File: src/logic/watch_pkg.sv
// Constants shared by the watchpoint match qualifier and its per-pair matcher
package watch_pkg;
    localparam int          NUM_PAIRS     = 8;
    localparam int          SEL_W         = 3;
    localparam logic [4:0]  REG_BASE_NUM  = 5'h12;
    localparam logic [4:0]  REG_QUAL_NUM  = 5'h13;
    localparam bit          VIRT_PRESENT  = 1'b0;
    localparam int          QUAL_MORE_BIT = 31;
    localparam int          QUAL_G_BIT    = 30;
    localparam int          QUAL_RW_HI    = 29;
    localparam int          QUAL_RW_LO    = 28;
    localparam int          QUAL_TAG_HI   = 23;
    localparam int          QUAL_TAG_LO   = 16;
    localparam int          QUAL_MASK_HI  = 11;
    localparam int          QUAL_MASK_LO  = 3;
    localparam int          FETCH_BIT     = 2;
    localparam int          LOAD_BIT      = 1;
    localparam int          STORE_BIT     = 0;
    localparam int          ADDR_LO       = 3;
    localparam logic [28:0] BASE_RESET    = 29'h00000000;
    localparam logic [7:0]  TAG_RESET     = 8'h00;
    localparam logic [8:0]  MASK_RESET    = 9'h000;
    localparam logic [1:0]  RW_RESET      = 2'h0;
    localparam logic [3:0]  RSVD_HI       = 4'h0;
    localparam logic [3:0]  RSVD_LO       = 4'h0;
    localparam logic [31:0] RDATA_RESET   = 32'h00000000;
    typedef enum logic {ARMED, DEFERRED} watch_state_t;
endpackage

File: src/logic/watch_match_qualifier.sv
// Watchpoint match qualifier: register pairs, read port and deferred watch exception
// Notes on behaviour
// - A qualified match raises the watch exception only while both level flags are zero.
// - A match under either level flag sets the pending flag and the exception waits for both flags to clear.
// - With the global bit set any reference matching the watched address is a hit whatever its space tag.
// - With the global bit clear a hit needs the stored space tag to equal the current one.
// - Each set mask bit removes the matching address bit from the compare.
// - A matching fetch sets the fetch hit flag, which holds until software writes one to it.
// - A matching load sets the load hit flag, which holds until software writes one to it.
// - A matching store sets the store hit flag, which holds until software writes one to it.
// - Bit 31 of the qualifier reads a preset value telling whether another pair follows.
// - The root watch control field reads zero when the virtualization feature is absent.
// - Unused qualifier bits are written as zero by software and always read back as zero.
// - Access addresses compare against the watched doubleword address in base bits 31 to 3.
// - Matches count only for access types whose enable bits are set in the base register.
// - Up to eight pairs are present, each chosen by its own select value.
`timescale 1ns/100ps
`default_nettype none
module watch_match_qualifier
    import watch_pkg::*;
(
    input  wire logic             ref_clk,               // Core clock, 200 MHz
    input  wire logic             reset,                 // Synchronous reset, active high
    input  wire logic [4:0]       reg_num,               // Coprocessor register number
    input  wire logic [SEL_W-1:0] reg_sel,               // Register select, picks the pair
    input  wire logic             reg_wr,                // Register write strobe
    input  wire logic             reg_rd,                // Register read strobe
    input  wire logic [31:0]      reg_wdata,             // Register write data
    input  wire logic             acc_valid,             // Access presented this cycle
    input  wire logic             acc_fetch,             // Access is an instruction fetch
    input  wire logic             acc_load,              // Access is a load
    input  wire logic             acc_store,             // Access is a store
    input  wire logic [31:0]      acc_addr,              // Access virtual address
    input  wire logic [7:0]       cur_space_tag,         // Tag from translation_entry_high
    input  wire logic             exception_level_flag,  // Processor exception level
    input  wire logic             error_level_flag,      // Processor error level
    input  wire logic             pending_clear,         // Software clears the pending flag
    output logic      [31:0]      reg_rdata,             // Register read data
    output logic                  reg_rvalid,            // Read data valid pulse
    output logic                  watch_exception,       // Watch exception request pulse
    output logic                  watch_pending,         // Pending flag for the cause register
    output logic [NUM_PAIRS-1:0]  pair_hit               // Pairs that matched last cycle
);
    logic [31:0]          base_values [NUM_PAIRS];
    logic [31:0]          qual_values [NUM_PAIRS];
    logic [NUM_PAIRS-1:0] pair_match;
    logic                 match_any;
    logic                 levels_set;
    logic                 sel_ok;
    logic [31:0]          next_rdata;
    watch_state_t         state;
    watch_state_t         next_state;
    logic                 next_exception;

    // Select values past the configured pair count address nothing
    assign sel_ok     = 32'(reg_sel) < NUM_PAIRS;
    assign match_any  = |pair_match;
    assign levels_set = exception_level_flag || error_level_flag;

    genvar i;
    generate
        for (i = 0; i < NUM_PAIRS; i++) begin : g_pair
            watch_pair #(
                .HAS_NEXT (i < NUM_PAIRS - 1)
            ) u_pair (
                .ref_clk       (ref_clk),
                .reset         (reset),
                .wr_base       (reg_wr && reg_num == REG_BASE_NUM && 32'(reg_sel) == i),
                .wr_qual       (reg_wr && reg_num == REG_QUAL_NUM && 32'(reg_sel) == i),
                .wr_data       (reg_wdata),
                .acc_valid     (acc_valid),
                .acc_fetch     (acc_fetch),
                .acc_load      (acc_load),
                .acc_store     (acc_store),
                .acc_addr      (acc_addr),
                .cur_space_tag (cur_space_tag),
                .base_value    (base_values[i]),
                .qual_value    (qual_values[i]),
                .match         (pair_match[i])
            );
        end
    endgenerate

    always_comb begin
        next_rdata = RDATA_RESET;
        if (sel_ok && reg_num == REG_BASE_NUM) begin
            next_rdata = base_values[reg_sel];
        end else if (sel_ok && reg_num == REG_QUAL_NUM) begin
            next_rdata = qual_values[reg_sel];
        end
    end

    // Read data is registered so the answer lands one edge after the strobe
    always_ff @(posedge ref_clk) begin
        if (reset) begin
            reg_rdata  <= RDATA_RESET;
            reg_rvalid <= 1'b0;
        end else begin
            reg_rvalid <= reg_rd;
            if (reg_rd) begin
                reg_rdata <= next_rdata;
            end
        end
    end

    // A deferred match outranks a software clear in the same cycle
    always_comb begin
        next_state     = state;
        next_exception = 1'b0;
        case (state)
            ARMED: begin
                if (match_any && levels_set) begin
                    next_state = DEFERRED;
                end else if (match_any) begin
                    next_exception = 1'b1;
                end
            end
            DEFERRED: begin
                if (!levels_set) begin
                    next_exception = 1'b1;
                    next_state     = ARMED;
                end else if (pending_clear && !match_any) begin
                    next_state = ARMED;
                end
            end
            default: begin
                next_state = ARMED;
            end
        endcase
    end

    always_ff @(posedge ref_clk) begin
        if (reset) begin
            state <= ARMED;
        end else begin
            state <= next_state;
        end
    end

    always_ff @(posedge ref_clk) begin
        if (reset) begin
            watch_exception <= 1'b0;
            watch_pending   <= 1'b0;
        end else begin
            watch_exception <= next_exception;
            watch_pending   <= next_state == DEFERRED;
        end
    end

    always_ff @(posedge ref_clk) begin
        if (reset) begin
            pair_hit <= '0;
        end else begin
            pair_hit <= pair_match;
        end
    end

    chk_exc_when_clear: assert property (@(posedge ref_clk) disable iff (reset)
        state == ARMED && match_any && !levels_set |=> watch_exception)
        else $error("clear-level match gave no exception");
    chk_exc_needs_levels: assert property (@(posedge ref_clk) disable iff (reset)
        watch_exception |-> !$past(levels_set))
        else $error("exception raised under a level flag");
    chk_defer_pending: assert property (@(posedge ref_clk) disable iff (reset)
        match_any && levels_set |=> watch_pending && !watch_exception)
        else $error("deferred match not held pending");
    chk_pending_release: assert property (@(posedge ref_clk) disable iff (reset)
        watch_pending && !levels_set |=> watch_exception && !watch_pending)
        else $error("pending exception not released");
    chk_reserved_zero: assert property (@(posedge ref_clk) disable iff (reset)
        reg_rvalid |-> reg_rdata[27:24] == 4'h0 && reg_rdata[15:12] == 4'h0
                       || $past(reg_num) == REG_BASE_NUM)
        else $error("reserved qualifier bits read nonzero");
    chk_root_ctl_zero: assert property (@(posedge ref_clk) disable iff (reset)
        reg_rvalid && $past(reg_num) == REG_QUAL_NUM && !VIRT_PRESENT
        |-> reg_rdata[29:28] == 2'h0)
        else $error("root watch control read nonzero");
    chk_read_latency: assert property (@(posedge ref_clk) disable iff (reset)
        reg_rd |=> reg_rvalid)
        else $error("read answer missing");

    cov_direct_exception: cover property (@(posedge ref_clk) disable iff (reset)
        match_any && !levels_set ##1 watch_exception);
    cov_deferred_release: cover property (@(posedge ref_clk) disable iff (reset)
        watch_pending ##1 watch_pending ##1 watch_exception);
    cov_pending_cleared: cover property (@(posedge ref_clk) disable iff (reset)
        watch_pending && pending_clear ##1 !watch_pending);
endmodule
`default_nettype wire

File: src/logic/watch_pair.sv
// One base/qualifier register pair with its address compare and sticky hit flags
`timescale 1ns/100ps
`default_nettype none
module watch_pair
    import watch_pkg::*;
#(
    parameter bit HAS_NEXT = 1'b0
) (
    input  wire logic        ref_clk,        // Core clock
    input  wire logic        reset,          // Synchronous reset
    input  wire logic        wr_base,        // Write strobe, base register
    input  wire logic        wr_qual,        // Write strobe, qualifier register
    input  wire logic [31:0] wr_data,        // Write data
    input  wire logic        acc_valid,      // Access presented this cycle
    input  wire logic        acc_fetch,      // Access is an instruction fetch
    input  wire logic        acc_load,       // Access is a load
    input  wire logic        acc_store,      // Access is a store
    input  wire logic [31:0] acc_addr,       // Access virtual address
    input  wire logic [7:0]  cur_space_tag,  // Current space tag
    output logic      [31:0] base_value,     // Base register read value
    output logic      [31:0] qual_value,     // Qualifier register read value
    output logic             match           // Qualified match this cycle
);
    logic [28:0] watched_location;
    logic        en_fetch;
    logic        en_load;
    logic        en_store;
    logic        g_bit;
    logic [1:0]  root_watch_control;
    logic [7:0]  space_tag;
    logic [8:0]  mask;
    logic        hit_fetch;
    logic        hit_load;
    logic        hit_store;
    logic        addr_eq;
    logic        tag_ok;
    logic        fetch_match;
    logic        load_match;
    logic        store_match;

    always_ff @(posedge ref_clk) begin
        if (reset) begin
            watched_location <= BASE_RESET;
            en_fetch         <= 1'b0;
            en_load          <= 1'b0;
            en_store         <= 1'b0;
        end else if (wr_base) begin
            watched_location <= wr_data[31:ADDR_LO];
            en_fetch         <= wr_data[FETCH_BIT];
            en_load          <= wr_data[LOAD_BIT];
            en_store         <= wr_data[STORE_BIT];
        end
    end

    // Fields with no defined reset value are cleared anyway, so a first read is predictable
    always_ff @(posedge ref_clk) begin
        if (reset) begin
            g_bit              <= 1'b0;
            root_watch_control <= RW_RESET;
            space_tag          <= TAG_RESET;
            mask               <= MASK_RESET;
        end else if (wr_qual) begin
            g_bit              <= wr_data[QUAL_G_BIT];
            space_tag          <= wr_data[QUAL_TAG_HI:QUAL_TAG_LO];
            mask               <= wr_data[QUAL_MASK_HI:QUAL_MASK_LO];
            // Without the virtualization feature the field stays zero so probing sees it absent
            root_watch_control <= VIRT_PRESENT ? wr_data[QUAL_RW_HI:QUAL_RW_LO] : RW_RESET;
        end
    end

    // Mask bits drop the matching address bits out of the compare
    assign addr_eq = ((acc_addr[31:ADDR_LO] ^ watched_location)
                     & ~{20'h00000, mask}) == 29'h00000000;
    assign tag_ok  = g_bit || (space_tag == cur_space_tag);

    assign fetch_match = acc_valid && acc_fetch && en_fetch && addr_eq && tag_ok;
    assign load_match  = acc_valid && acc_load  && en_load  && addr_eq && tag_ok;
    assign store_match = acc_valid && acc_store && en_store && addr_eq && tag_ok;
    assign match       = fetch_match || load_match || store_match;

    // A hit in the same cycle as a write-one clear keeps the flag set
    always_ff @(posedge ref_clk) begin
        if (reset) begin
            hit_fetch <= 1'b0;
        end else if (fetch_match) begin
            hit_fetch <= 1'b1;
        end else if (wr_qual && wr_data[FETCH_BIT]) begin
            hit_fetch <= 1'b0;
        end
    end

    always_ff @(posedge ref_clk) begin
        if (reset) begin
            hit_load <= 1'b0;
        end else if (load_match) begin
            hit_load <= 1'b1;
        end else if (wr_qual && wr_data[LOAD_BIT]) begin
            hit_load <= 1'b0;
        end
    end

    always_ff @(posedge ref_clk) begin
        if (reset) begin
            hit_store <= 1'b0;
        end else if (store_match) begin
            hit_store <= 1'b1;
        end else if (wr_qual && wr_data[STORE_BIT]) begin
            hit_store <= 1'b0;
        end
    end

    assign base_value = {watched_location, en_fetch, en_load, en_store};
    assign qual_value = {HAS_NEXT, g_bit, root_watch_control, RSVD_HI, space_tag,
                         RSVD_LO, mask, hit_fetch, hit_load, hit_store};

    chk_fetch_hit_set: assert property (@(posedge ref_clk) disable iff (reset)
        fetch_match |=> hit_fetch) else $error("fetch hit flag not set");
    chk_load_hit_set: assert property (@(posedge ref_clk) disable iff (reset)
        load_match |=> hit_load) else $error("load hit flag not set");
    chk_store_hit_set: assert property (@(posedge ref_clk) disable iff (reset)
        store_match |=> hit_store) else $error("store hit flag not set");
    chk_fetch_flag_sticky: assert property (@(posedge ref_clk) disable iff (reset)
        hit_fetch && !(wr_qual && wr_data[FETCH_BIT]) |=> hit_fetch)
        else $error("fetch hit flag dropped without clear");
    chk_tag_gate: assert property (@(posedge ref_clk) disable iff (reset)
        match |-> g_bit || (space_tag == cur_space_tag))
        else $error("match without global bit or tag equality");
    chk_mask_scope: assert property (@(posedge ref_clk) disable iff (reset)
        match |-> acc_addr[31:12] == watched_location[28:9])
        else $error("unmasked upper address bits differ on match");
endmodule
`default_nettype wire

File: config.mk
export PLATFORM = sky130hd
export DESIGN_NAME = watch_match_qualifier
export DESIGN_NICKNAME = d
export VERILOG_FILES = /design/src/logic/watch_pkg.sv /design/src/logic/watch_match_qualifier.sv /design/src/logic/watch_pair.sv
export SDC_FILE = /design/constraint.sdc
export NUM_CORES = 1
export LEC_CHECK = 0
export ABC_AREA = 1
export BUFFER_PORTS_ARGS = -buffer_cell sky130_fd_sc_hd__buf_2
export CAP_MARGIN = 10
export CORE_UTILIZATION = 55
export DETAILED_ROUTE_END_ITERATION = 12
export PLACE_DENSITY = 0.72
export SETUP_SLACK_MARGIN = 0.02
export SYNTH_ARGS = -nofsm -noshare
export SYNTH_HDL_FRONTEND = slang
export SYNTH_HIERARCHICAL = 1
export SYNTH_SLANG_ARGS = --single-unit
File: constraint.sdc
create_clock -name ref_clk -period 1.75 [get_ports ref_clk]
set_input_delay 0.175 -clock ref_clk [delete_from_list [all_inputs] [get_ports ref_clk]]
set_output_delay 0.175 -clock ref_clk [all_outputs]
set_load 0.02 [all_outputs]
After elaboration in Yosys (flattened, before gate mapping)
Cells that the tools add are included.
- $lt $le $gt $ge: 1
- reductions and logical operators: 179
- mux-type cells: 64
- equal/unequal tests: 17
- bitwise operators: 26
- operators by type and width (operator ; count):
    $and 29x29->29 ; 8
    $logic_not 29->1 ; 8
    $not 9->29 ; 8
    $xor 29x29->29 ; 8
    $bmux 32 s3 ; 2
    $mux 32 ; 6
    $logic_and 1x1->1 ; 119
    $eq 8x8->1 ; 8
    $mux 1 ; 54
    $reduce_bool 2->1 ; 24
    $logic_or 1x1->1 ; 25
    $eq 3x3->1 const B ; 4
    $eq 5x5->1 const B ; 2
    $reduce_or 8->1 ; 1
    $eq 3x2->1 const B ; 2
    $ge 4x4->1 const B ; 1
    $not 3->4 ; 1
    $pmux 1 s2 ; 2
    $eq 3x1->1 const B ; 1
    $logic_not 3->1 ; 1
    $logic_not 1->1 ; 1
    $not 1->1 ; 1
- logic and storage cells: 372
- input port bits: 91
- flip-flop bits (word level): 467

Depth between registers and ports, before layout
Gate-level depths: netlist of the first run.
- depth in word-level cells: 13
- mapped depth: 16

By module
The synthesis of the first run kept the hierarchy.
- by module, submodules not included (module ; seq. area each (sq um) ; area each (sq um) ; cells an instance ; times used):
    watch_pair at g_pair[0].u_pair ... ; 1061.0 ; 2690.1 ; 411 ; 7
    watch_match_qualifier ; 860.8 ; 7248.2 ; 1559 ; 1
    watch_pair at g_pair[7].u_pair ; 1061.0 ; 2686.3 ; 410 ; 1

Worst setup path before layout of the first run
Ideal clock, no wire load.
- path kind: input-to-reg
- from: input reg_num[3]
- to: register g_pair[0].u_pair.g_bit
- path slack: -0.039 ns
- arrival time: 1.703 ns
- cell stages on the path: 8
- setup time: 0.086 ns
- cell sequence: or2_4 nor3b_4 nand2_1 nor3_1 buf_2 inv_1 clkbuf_1 a211oi_1
- cells in the longest elaborated chain, start to end: 3
- RTL lines (element ; line ; RTL):
    start, declared ; watch_match_qualifier.sv:24 ; input wire logic [4:0] reg_num,
    $eq 5x5->1 ; watch_match_qualifier.sv:69 ; .wr_qual (reg_wr && reg_num == REG_QUAL_NUM && 32'(reg_sel) == i),
    $logic_and 1x1->1 (2 in a row) ; watch_match_qualifier.sv:69 ;
    end signal, assigned ; watch_pair.sv:63 ; g_bit <= wr_data[QUAL_G_BIT];
    end, declared ; watch_pair.sv:28 ; logic g_bit;
Every way passes these cells.
A chain may end at the register's enable or synchronous reset.

Worst setup path in the final report of the first run
- from: register g_pair[7].u_pair.watched_location[14]
- to: register watch_exception
- cells in the longest elaborated chain, start to end: 11
- elaborated cells between the ends (all ways): 16
- those cells by class: mux: 3; bitwise: 2; reduce/logical: 11
- RTL lines (element ; line ; RTL):
    start, declared ; watch_pair.sv:24 ; logic [28:0] watched_location;
    start signal, assigned ; watch_pair.sv:48 ; watched_location <= wr_data[31:ADDR_LO];
    $xor 29x29->29 * ; watch_pair.sv:72 ; assign addr_eq = ((acc_addr[31:ADDR_LO] ^ watched_location)
    $and 29x29->29 * ; watch_pair.sv:73 ; & ~{20'h00000, mask}) == 29'h00000000;
    $logic_not 29->1 * ; watch_pair.sv:72 ;
    $logic_and 1x1->1, on equally long branches (2 in a row) ; watch_pair.sv:76, watch_pair.sv:77 ;
    $logic_or 1x1->1 ; watch_pair.sv:79 ; assign match = fetch_match || load_match || store_match;
    $logic_or 1x1->1 * ; watch_pair.sv:79 ;
    named net pair_match[7] ; watch_match_qualifier.sv:46 ; logic [NUM_PAIRS-1:0] pair_match;
    $reduce_or 8->1 * ; watch_match_qualifier.sv:57 ; assign match_any = |pair_match;
    $mux 1 / $logic_and 1x1->1 (equally long branches) ; watch_match_qualifier.sv:114, watch_match_qualifier.sv:112 ;
    $mux 1 * ; watch_match_qualifier.sv:112 ; if (match_any && levels_set) begin
    $pmux 1 s2 * ; watch_match_qualifier.sv:110 ; case (state)
    end signal, assigned ; watch_match_qualifier.sv:145 ; watch_exception <= next_exception;
    end, declared ; watch_match_qualifier.sv:40 ; output logic watch_exception,
The timed path passes the listed nets; every way through them passes the cells marked *.

==> results.txt, run 1 <==
----------------------------------------------------
[Run status]
  Outcome ... complete, but fails checks
  Failing checks ... negative setup slack

[Setup path]
  Destination of the critical timing path ... watch_exception
  FF-to-FF Start ... g_pair[7].u_pair/watched_location[14]
  Data required time at the worst endpoint ... 2.28 ns
  Arrival time at the worst endpoint ... 2.58 ns
  Worst setup path startpoint ... g_pair[7].u_pair/watched_location[14]
  R2r endpoint ... watch_exception
  Slack of the worst reg-to-reg path ... -0.30 ns
  Launching element type of the critical path ... register
  Worst setup path class ... reg -> reg
  Endpoint class of the critical path ... register
  Worst Path Max Fanout ... 3
  Cells on worst reg2reg path ... 15

[Clock tree]
  Cell chosen for the clock root ... clkbuf_16
  Insertion delay of the later-clocked pin in the worst-skew pair ... 0.64 ns
  CTS sink count ... 467
  TritonCTS buffer count ... 53
  Clk pin slew, worst setup/hold paths ... 0.07 ns
  CTS tree ... built
  Total number of H-tree levels ... 2
  Maximum clock insertion buffer count ... 3

[Floorplanning]
  Total Die Area ... 53220 sq um
  Placement row count ... 83
  Standard cell core area ... 51510 sq um
  Vertical die dimension ... 230.7 um
  Die W ... 230.7 um
  Boundary Pins ... 134
  Initial Utilization ... 55.84%

[Logic synthesis]
  Yosys warnings ... 6
  Post-synth EDFFs ... 0
  Top_reg_cell synth ... dfxtp_1
  Cell count after synthesis ... 4846
  Fraction of synthesis flops using an asynchronous set or reset pin ... 0%
  Yosys cell types ... 28
  Share of synthesized cell area in and, or, nand and nor gates ... 40.59%
  Library cell with the largest summed area after synthesis ... dfxtp_1
  Xor and xnor area share after synthesis ... 1.705%
  Proportion of synthesized area in mux cells ... 0%
  Average instance area after synthesis ... 5.936 sq um
  Post-synthesis register bit count ... 467
  Most frequent cells after synthesis ... nand2_1, nor2_1, dfxtp_1
  Largest family of logic cells by synthesized area ... simple AND/OR/NAND/NOR gates
  Leading post-synthesis cells by cell area ... dfxtp_1, nand2_1, nor2_1
  Top cell type's share of synthesized area ... 32.50%
  Cell with the most instances after synthesis ... nand2_1
  Post-synthesis compound-gate area fraction ... 10.99%
  Post-synthesis adder-cell area fraction ... 0%
  Proportion of synthesized chip area in sequential cells ... 32.50%
  Synth Cell Area ... 28770 sq um

[Drt]
  Total wire length ... 112100 um
  Via density ... 5.427
  Detailed router's first-iteration violation count ... 4177
  Residual DRC count ... 0
  Detailed-route wire length per cell ... 18.25 um
  Detailed-router iteration count before antenna repair ... 7
  Remaining antenna violation count ... 0
  Via total after detailed routing ... 33.33k

[Timing]
  Hold Violations, Final ... 0
  Tightest slew margin relative to the limit ... 54.59%
  F_max ... 0.4880 GHz
  Final-layout setup total negative slack ... -0.5635 ns
  Shortest period the worst path allows ... 2.049 ns
  Setup violations, final ... 2
  Tcrit/Tclk final ... 117.1%
  Slew at the pin closest to its max-slew limit ... 0.6811 ns
  Final number of max-transition violations ... 0
  Setup slack after layout ... -0.2994 ns
  Worst-case clock skew ... 0.02806 ns
  RSZ-0062 raised after global routing ... true

[Layout]
  Area of all sequential standard cells ... 9477 sq um
  Filler cells ... 4414
  Area of the multi-input gates ... 16650 sq um
  Share of layout cells above drive strength 1 ... 23.90%
  Layout overhead on the synthesized area ... 30.17%
  Final layout net count ... 5505

[Power]
  Leakage power figure ... 17.56 nW
  PnR Total Power ... 24.95 mW
  Power density relative to cell area ... 666.4 nW/um^2
  VDD IR max ... 0.7451 mV

[Global route]
  Met1 usage in global routing ... 52.28%
  Met3 Track Usage GR ... 8.560%
  Number of global-route vias before repair ... 30.53k
  Global route hottest layer ... met2
  Global-route wire length before repair ... 170100 um
  Gr ovfl total ... 0
  Maximum number of pins on one net before global-route repair ... 81
  GRT met2 Usage ... 64.45%
  Initial antenna violation count ... 14
  Gr usage total ... 41.13%

[Place]
  HPWL after DPL ... 76500 um
  Port Buffers ... 130
  Global placement routability congestion ... 1.015

[Run]
  Max cap viols ... 0

[Worst hold path]
  Path class of the lowest-slack min-delay path ... in -> reg

----------------------------------------------------
-- repair_timing --
action,in CTS,in global routing
pin swaps,90,162
endpoints found under the setup margin,34,30
gates resized for setup,191,265
hold endpoints to repair,269,0
hold buffers,30,0
buffers inserted,41,18
-- cell usage in the layout, fill, tap and decap left out, types with 35 or more instances in the layout --
master,count
dfxtp_2,102
buf_12,71
clkbuf_16,53
buf_2,126
nor2_1,428
xnor2_1,56
nand2_1,1876
nor2_4,42
a21oi_1,274
inv_2,48
nand3b_1,35
nand3_1,305
inv_1,419
dfxtp_1,365
buf_4,576
a211oi_1,166
nand2_2,97
o21ai_0,44
nor2_2,46
conb_1,88
-- cell type report --
type,count,area share (%)
Multi-Input combinational cell,3591,44.45
Sequential cell,467,25.31
Timing Repair Buffer,831,18.69
Inverter,470,4.735
Clock buffer,75,4.003
Tap cell,680,2.272
Clock inverter,18,0.4778
Antenna cell,9,0.06015
-- state kept, by name (all words and copies together), names as in the netlist, 32 cells and up --
register / cells
g_pair.u_pair/mask: 72
g_pair.u_pair/space_tag: 64
g_pair.u_pair/watched_location: 232
reg_rdata: 32
-- power breakdown --
group          total [mW]  switching (mW)  internal (mW)
registers            10.7          0.0319           10.7
logic                3.07            2.06           1.02
clock network        11.2            4.80           6.37
total                25.0            6.88           18.1
-- per-stage QoR --
stage                     hold WS, ns  std cells  worst slack, ns  area (sq um)  util, %
final                         0.03346       6141          -0.2994         37440    72.69
after global routing          0.02391       6137          -0.3694         37430    72.68
after CTS                    0.008295       6132          -0.2201         36870    71.58
after detailed placement       0.4580       5981          -0.6730         34100    66.21
after global placement         0.4377       5981          -0.5706         34100    66.21
after floorplan                0.3155       4919          0.04638         29060        -
-- worst max-delay path: stages, from the launching register on --
cell     delay, ns
dfxtp_2       0.36
nor2_1        0.06
nor2_1        0.13
nor2_1        0.06
nand2_1       0.10
nor2_2        0.06
nand2_2       0.10
nor2_4        0.08
nand2_2       0.10
nand3_2       0.10
inv_2         0.06
nand4_1       0.21
nor3_4        0.31
nand2_1       0.08
nand2_1       0.07
nor2_1        0.05
-- cells by family (layout without fill, tap and decap cells) --
family	count (synthesis)	after routing
DFF	467	467
AOI/OAI and AO/OA	529	529
xor gates and xnor gates	56	56
other	15	97
buffers and inverters	861	1394
and+or+nand+nor	2918	2918
-- worst min path at each step --
stage / start / end / slack [ns] / cells past startpoint
after floorplan: reg_wdata[4] / g_pair[0].u_pair/mask[1] / 0.32 / 2
after global placement: exception_level_flag / watch_exception / 0.44 / 4
after detailed placement: error_level_flag / watch_exception / 0.46 / 4
after CTS: reg_wdata[21] / g_pair[3].u_pair/space_tag[5] / 0.008 / 3
after global routing: reg_wdata[21] / g_pair[1].u_pair/space_tag[5] / 0.02 / 3
final: reg_wdata[19] / g_pair[4].u_pair/space_tag[3] / 0.03 / 3
-- routing by layer --
| layer | vias up | routed length (um) |
|---|---|---|
| met3 | 435 | 13040 |
| li1 | 15994 | - |
| met2 | 1867 | 49240 |
| met5 | - | 61 |
| met1 | 15022 | 43010 |
| met4 | 10 | 6729 |
Power figures use the tool's default switching activity.
==> inputs of run 2 (changes only) <==
--- a/config.mk
+++ b/config.mk
@@ -10,7 +10,7 @@
 export CAP_MARGIN = 10
 export CORE_UTILIZATION = 55
 export DETAILED_ROUTE_END_ITERATION = 12
-export PLACE_DENSITY = 0.72
+export PLACE_DENSITY = 0.7
 export SETUP_SLACK_MARGIN = 0.02
 export SYNTH_ARGS = -nofsm -noshare
 export SYNTH_HDL_FRONTEND = slang
==> constraint.sdc (replaced) <==
create_clock -name ref_clk -period 2.65 [get_ports ref_clk]
set_input_delay 0.265 -clock ref_clk [delete_from_list [all_inputs] [get_ports ref_clk]]
set_output_delay 0.265 -clock ref_clk [all_outputs]
set_load 0.02 [all_outputs]
==> results.txt, run 2 (synthesis gave the netlist of run 1 again) <==
----------------------------------------------------
[Power]
  VDD IR max ... 0.4608 mV (-38%)
  Power density relative to cell area ... 533.7 nW/um^2 (-20%)
  Leakage power figure ... 14.16 nW (-19%)

[Layout]
  Leading cell types in the layout, fill and taps excluded ... nand2_1, nor2_1, dfxtp_1
  Layout overhead on the synthesized area ... 9.091%
  Final layout net count ... 4901 (-11%)
  Share of layout cells above drive strength 1 ... 7.646% (-16 points)
  Number of non-filler instances in the completed layout ... 5539 (-9.8%)
  Largest reg by FF count ... g_pair.u_pair/watched_location
  Max reg flops ... 232 (unchanged)
  Regs by FF count ... g_pair.u_pair/watched_location (232), g_pair.u_pair/mask (72), g_pair.u_pair/space_tag (64)
  Most common library cell in the layout ignoring fill and taps ... nand2_1

[Clock tree]
  CTS sink count ... 467 (unchanged)
  Total number of H-tree levels ... 2 (unchanged)
  TritonCTS buffer count ... 54 (+1.9%)
  Insertion delay of the later-clocked pin in the worst-skew pair ... 0.62 ns (-0.02 ns)
  Clk pin slew, worst setup/hold paths ... 0.06 ns (about the same)
  Number of buffers inserted to repair setup after CTS ... 0 (-100%)
  Maximum clock insertion buffer count ... 3 (unchanged)
  CTS tree ... built
  Number of resized instances in the post-cts repair step ... 0 (-100%)
  Cell chosen for the clock root ... clkbuf_16

[Setup path]
  Slack of the worst reg-to-reg path ... 0.29 ns (+0.58 ns)
  Critical-path cell with the highest stage delay ... dfxtp_1
  Arrival time at the worst endpoint ... 2.90 ns (+0.32 ns)
  Largest delay contributor family on the critical path ... simple AND/OR/NAND/NOR gates
  R2r endpoint ... state
  Max incr delay on CP ... 0.34 ns (-0.02 ns)
  Depth of the critical timing path with buffers and inverters included ... 14 (-1)
  Chain of cells forming the critical path ... inv_1 -> nand2_1 -> nand2_1 -> nor2_1 -> nand2_1 -> nor2_1 -> nand2_1 -> nor2_2 -> nand2_1 -> nand3_1 -> inv_1 -> nand3_1 -> nor3_1 -> a211oi_1
  FF-to-FF Start ... g_pair[1].u_pair/watched_location[13]
  Cell type with the highest occurrence count on the critical path ... nand2_1
  Destination of the critical timing path ... state
  Launching element type of the critical path ... register
  Worst setup path class ... reg -> reg
  Worst setup path startpoint ... g_pair[1].u_pair/watched_location[13]
  WP buf/inv ... 2 (+1)
  Data required time at the worst endpoint ... 3.19 ns (+0.91 ns)
  Endpoint class of the critical path ... register
  Cells on worst reg2reg path ... 14 (-1)
  Worst Path Max Fanout ... 3 (unchanged)

[Run status]
  Outcome ... completed

[Place]
  Count of placed standard cells including taps ... 5423 (-9.3%)
  Global placement routability congestion ... 0.9617 (-5.2%)
  Port Buffers ... 130 (unchanged)
  HPWL after DPL ... 67880 um (-11%)

[Global route]
  Number of global-route vias before repair ... 25.96k (-15%)
  Maximum number of pins on one net before global-route repair ... 101 (+25%)
  Gr ovfl total ... 0 (unchanged)
  Global-route wire length before repair ... 154400 um (-9.2%)
  Initial antenna violation count ... 20 (+6)
  Gr usage total ... 37.66% (-3.5 points)

[Worst hold path]
  Path class of the lowest-slack min-delay path ... in -> reg

[Drt]
  Remaining antenna violation count ... 0 (unchanged)
  Detailed router's first-iteration violation count ... 3474 (-17%)
  Via density ... 5.386 (-0.75%)
  Via total after detailed routing ... 29.83k (-10%)
  Detailed-router iteration count before antenna repair ... 6 (-1)
  Residual DRC count ... 0 (unchanged)
  Total wire length ... 101300 um (-9.6%)
  Detailed-route wire length per cell ... 18.29 um (+0.20%)

[Floorplanning]
  Placement row count ... 83 (unchanged)
  Vertical die dimension ... 230.7 um (unchanged)
  Boundary Pins ... 134 (unchanged)
  Standard cell core area ... 51510 sq um (unchanged)
  Initial Utilization ... 55.84% (unchanged)
  Total Die Area ... 53220 sq um (unchanged)
  Die W ... 230.7 um (unchanged)

[Timing]
  Final number of max-transition violations ... 0 (unchanged)
  Setup violations, final ... 0 (-2)
  F_max ... 0.4229 GHz (-13%)
  Final-layout setup total negative slack ... 0 ns (+0.5635 ns)
  Shortest period the worst path allows ... 2.364 ns (+0.3151 ns)
  RSZ-0062 raised after global routing ... false
  Tightest slew margin relative to the limit ... 30.47% (-24 points)
  Hold Violations, Final ... 0 (unchanged)
  Slew at the pin closest to its max-slew limit ... 1.043 ns (+0.3619 ns)
  Tcrit/Tclk final ... 89.22% (-28 points)
  Worst-case clock skew ... 0.02321 ns (-0.004855 ns)

[Run]
  Max cap viols ... 0 (unchanged)

----------------------------------------------------
[run 2: final cells by class]
class                      count  area, sq um
clock inverter                20        260.3
sequential                   467         9349
fill                        5187        20130
antenna                        7        17.52
inverter                     470         1772
tap                          680        850.8
timing repair buffer         226         1760
multi-input combinational   3591        15740
clock buffer                  78         1633
[run 2: how the worst min path moves through the flow]
stage | startpoint | endpoint | cells past startpoint
6_report | reg_wdata[31] | g_pair[4].u_pair/watched_location[28] | 3
4_1_cts | reg_wdata[1] | g_pair[6].u_pair/en_load | 3
5_1_grt | reg_wdata[15] | g_pair[2].u_pair/watched_location[12] | 3
3_5_place_dp | g_pair[2].u_pair/mask[4] | g_pair[2].u_pair/mask[4] | 2
3_3_place_gp | g_pair[2].u_pair/mask[4] | g_pair[2].u_pair/mask[4] | 2
2_1_floorplan | reg_wdata[4] | g_pair[0].u_pair/mask[1] | 2
[run 2: worst reg2reg max path, stage by stage (launching register included)]
cell,delay [ns]
dfxtp_1,0.34
inv_1,0.06
nand2_1,0.05
nand2_1,0.05
nor2_1,0.24
nand2_1,0.10
nor2_1,0.27
nand2_1,0.19
nor2_2,0.31
nand2_1,0.16
nand3_1,0.14
inv_1,0.07
nand3_1,0.06
nor3_1,0.06
a211oi_1,0.18
[run 2: layer usage]
| layer | vias up | part of all wire (%) | wire length [um] | track usage [%] |
|---|---|---|---|---|
| met2 | 1481 | 41 | 41850 | 55.76 |
| met3 | 237 | 12 | 12380 | 8.325 |
| met5 | - | 0.14 | 139 | 0 |
| li1 | 14769 | - | - | - |
| met4 | 22 | 4.1 | 4123 | 14.86 |
| met1 | 13325 | 42 | 42800 | 52.84 |
[run 2: stage by stage]
step / setup slack, ns / area, sq um / util [%] / hold WS, ns / total power, mW
after floorplan: 0.7711 / 29040 / - / 0.4055 / 8.244
after global placement: 0.1790 / 29360 / 57.00 / 0.4607 / 8.818
after detailed placement: 0.1567 / 29360 / 57.00 / 0.4625 / 8.831
after CTS: 0.3376 / 31360 / 60.89 / 0.007524 / 16.77
after global routing: 0.1140 / 31370 / 60.89 / 0.03222 / 17.23
final: 0.2855 / 31380 / 60.92 / 0.03100 / 16.75
[run 2: power breakdown]
group | switching [mW] | internal, mW
Clock | 3.17 | 4.83
Combinational | 1.21 | 0.451
Sequential | 0.0205 | 7.06
Total | 4.41 | 12.3
[run 2: what timing repair did]
item,CTS,global route
endpoints found under the setup margin,0,0
endpoints found under the hold margin,55,0
hold buffers,11,0
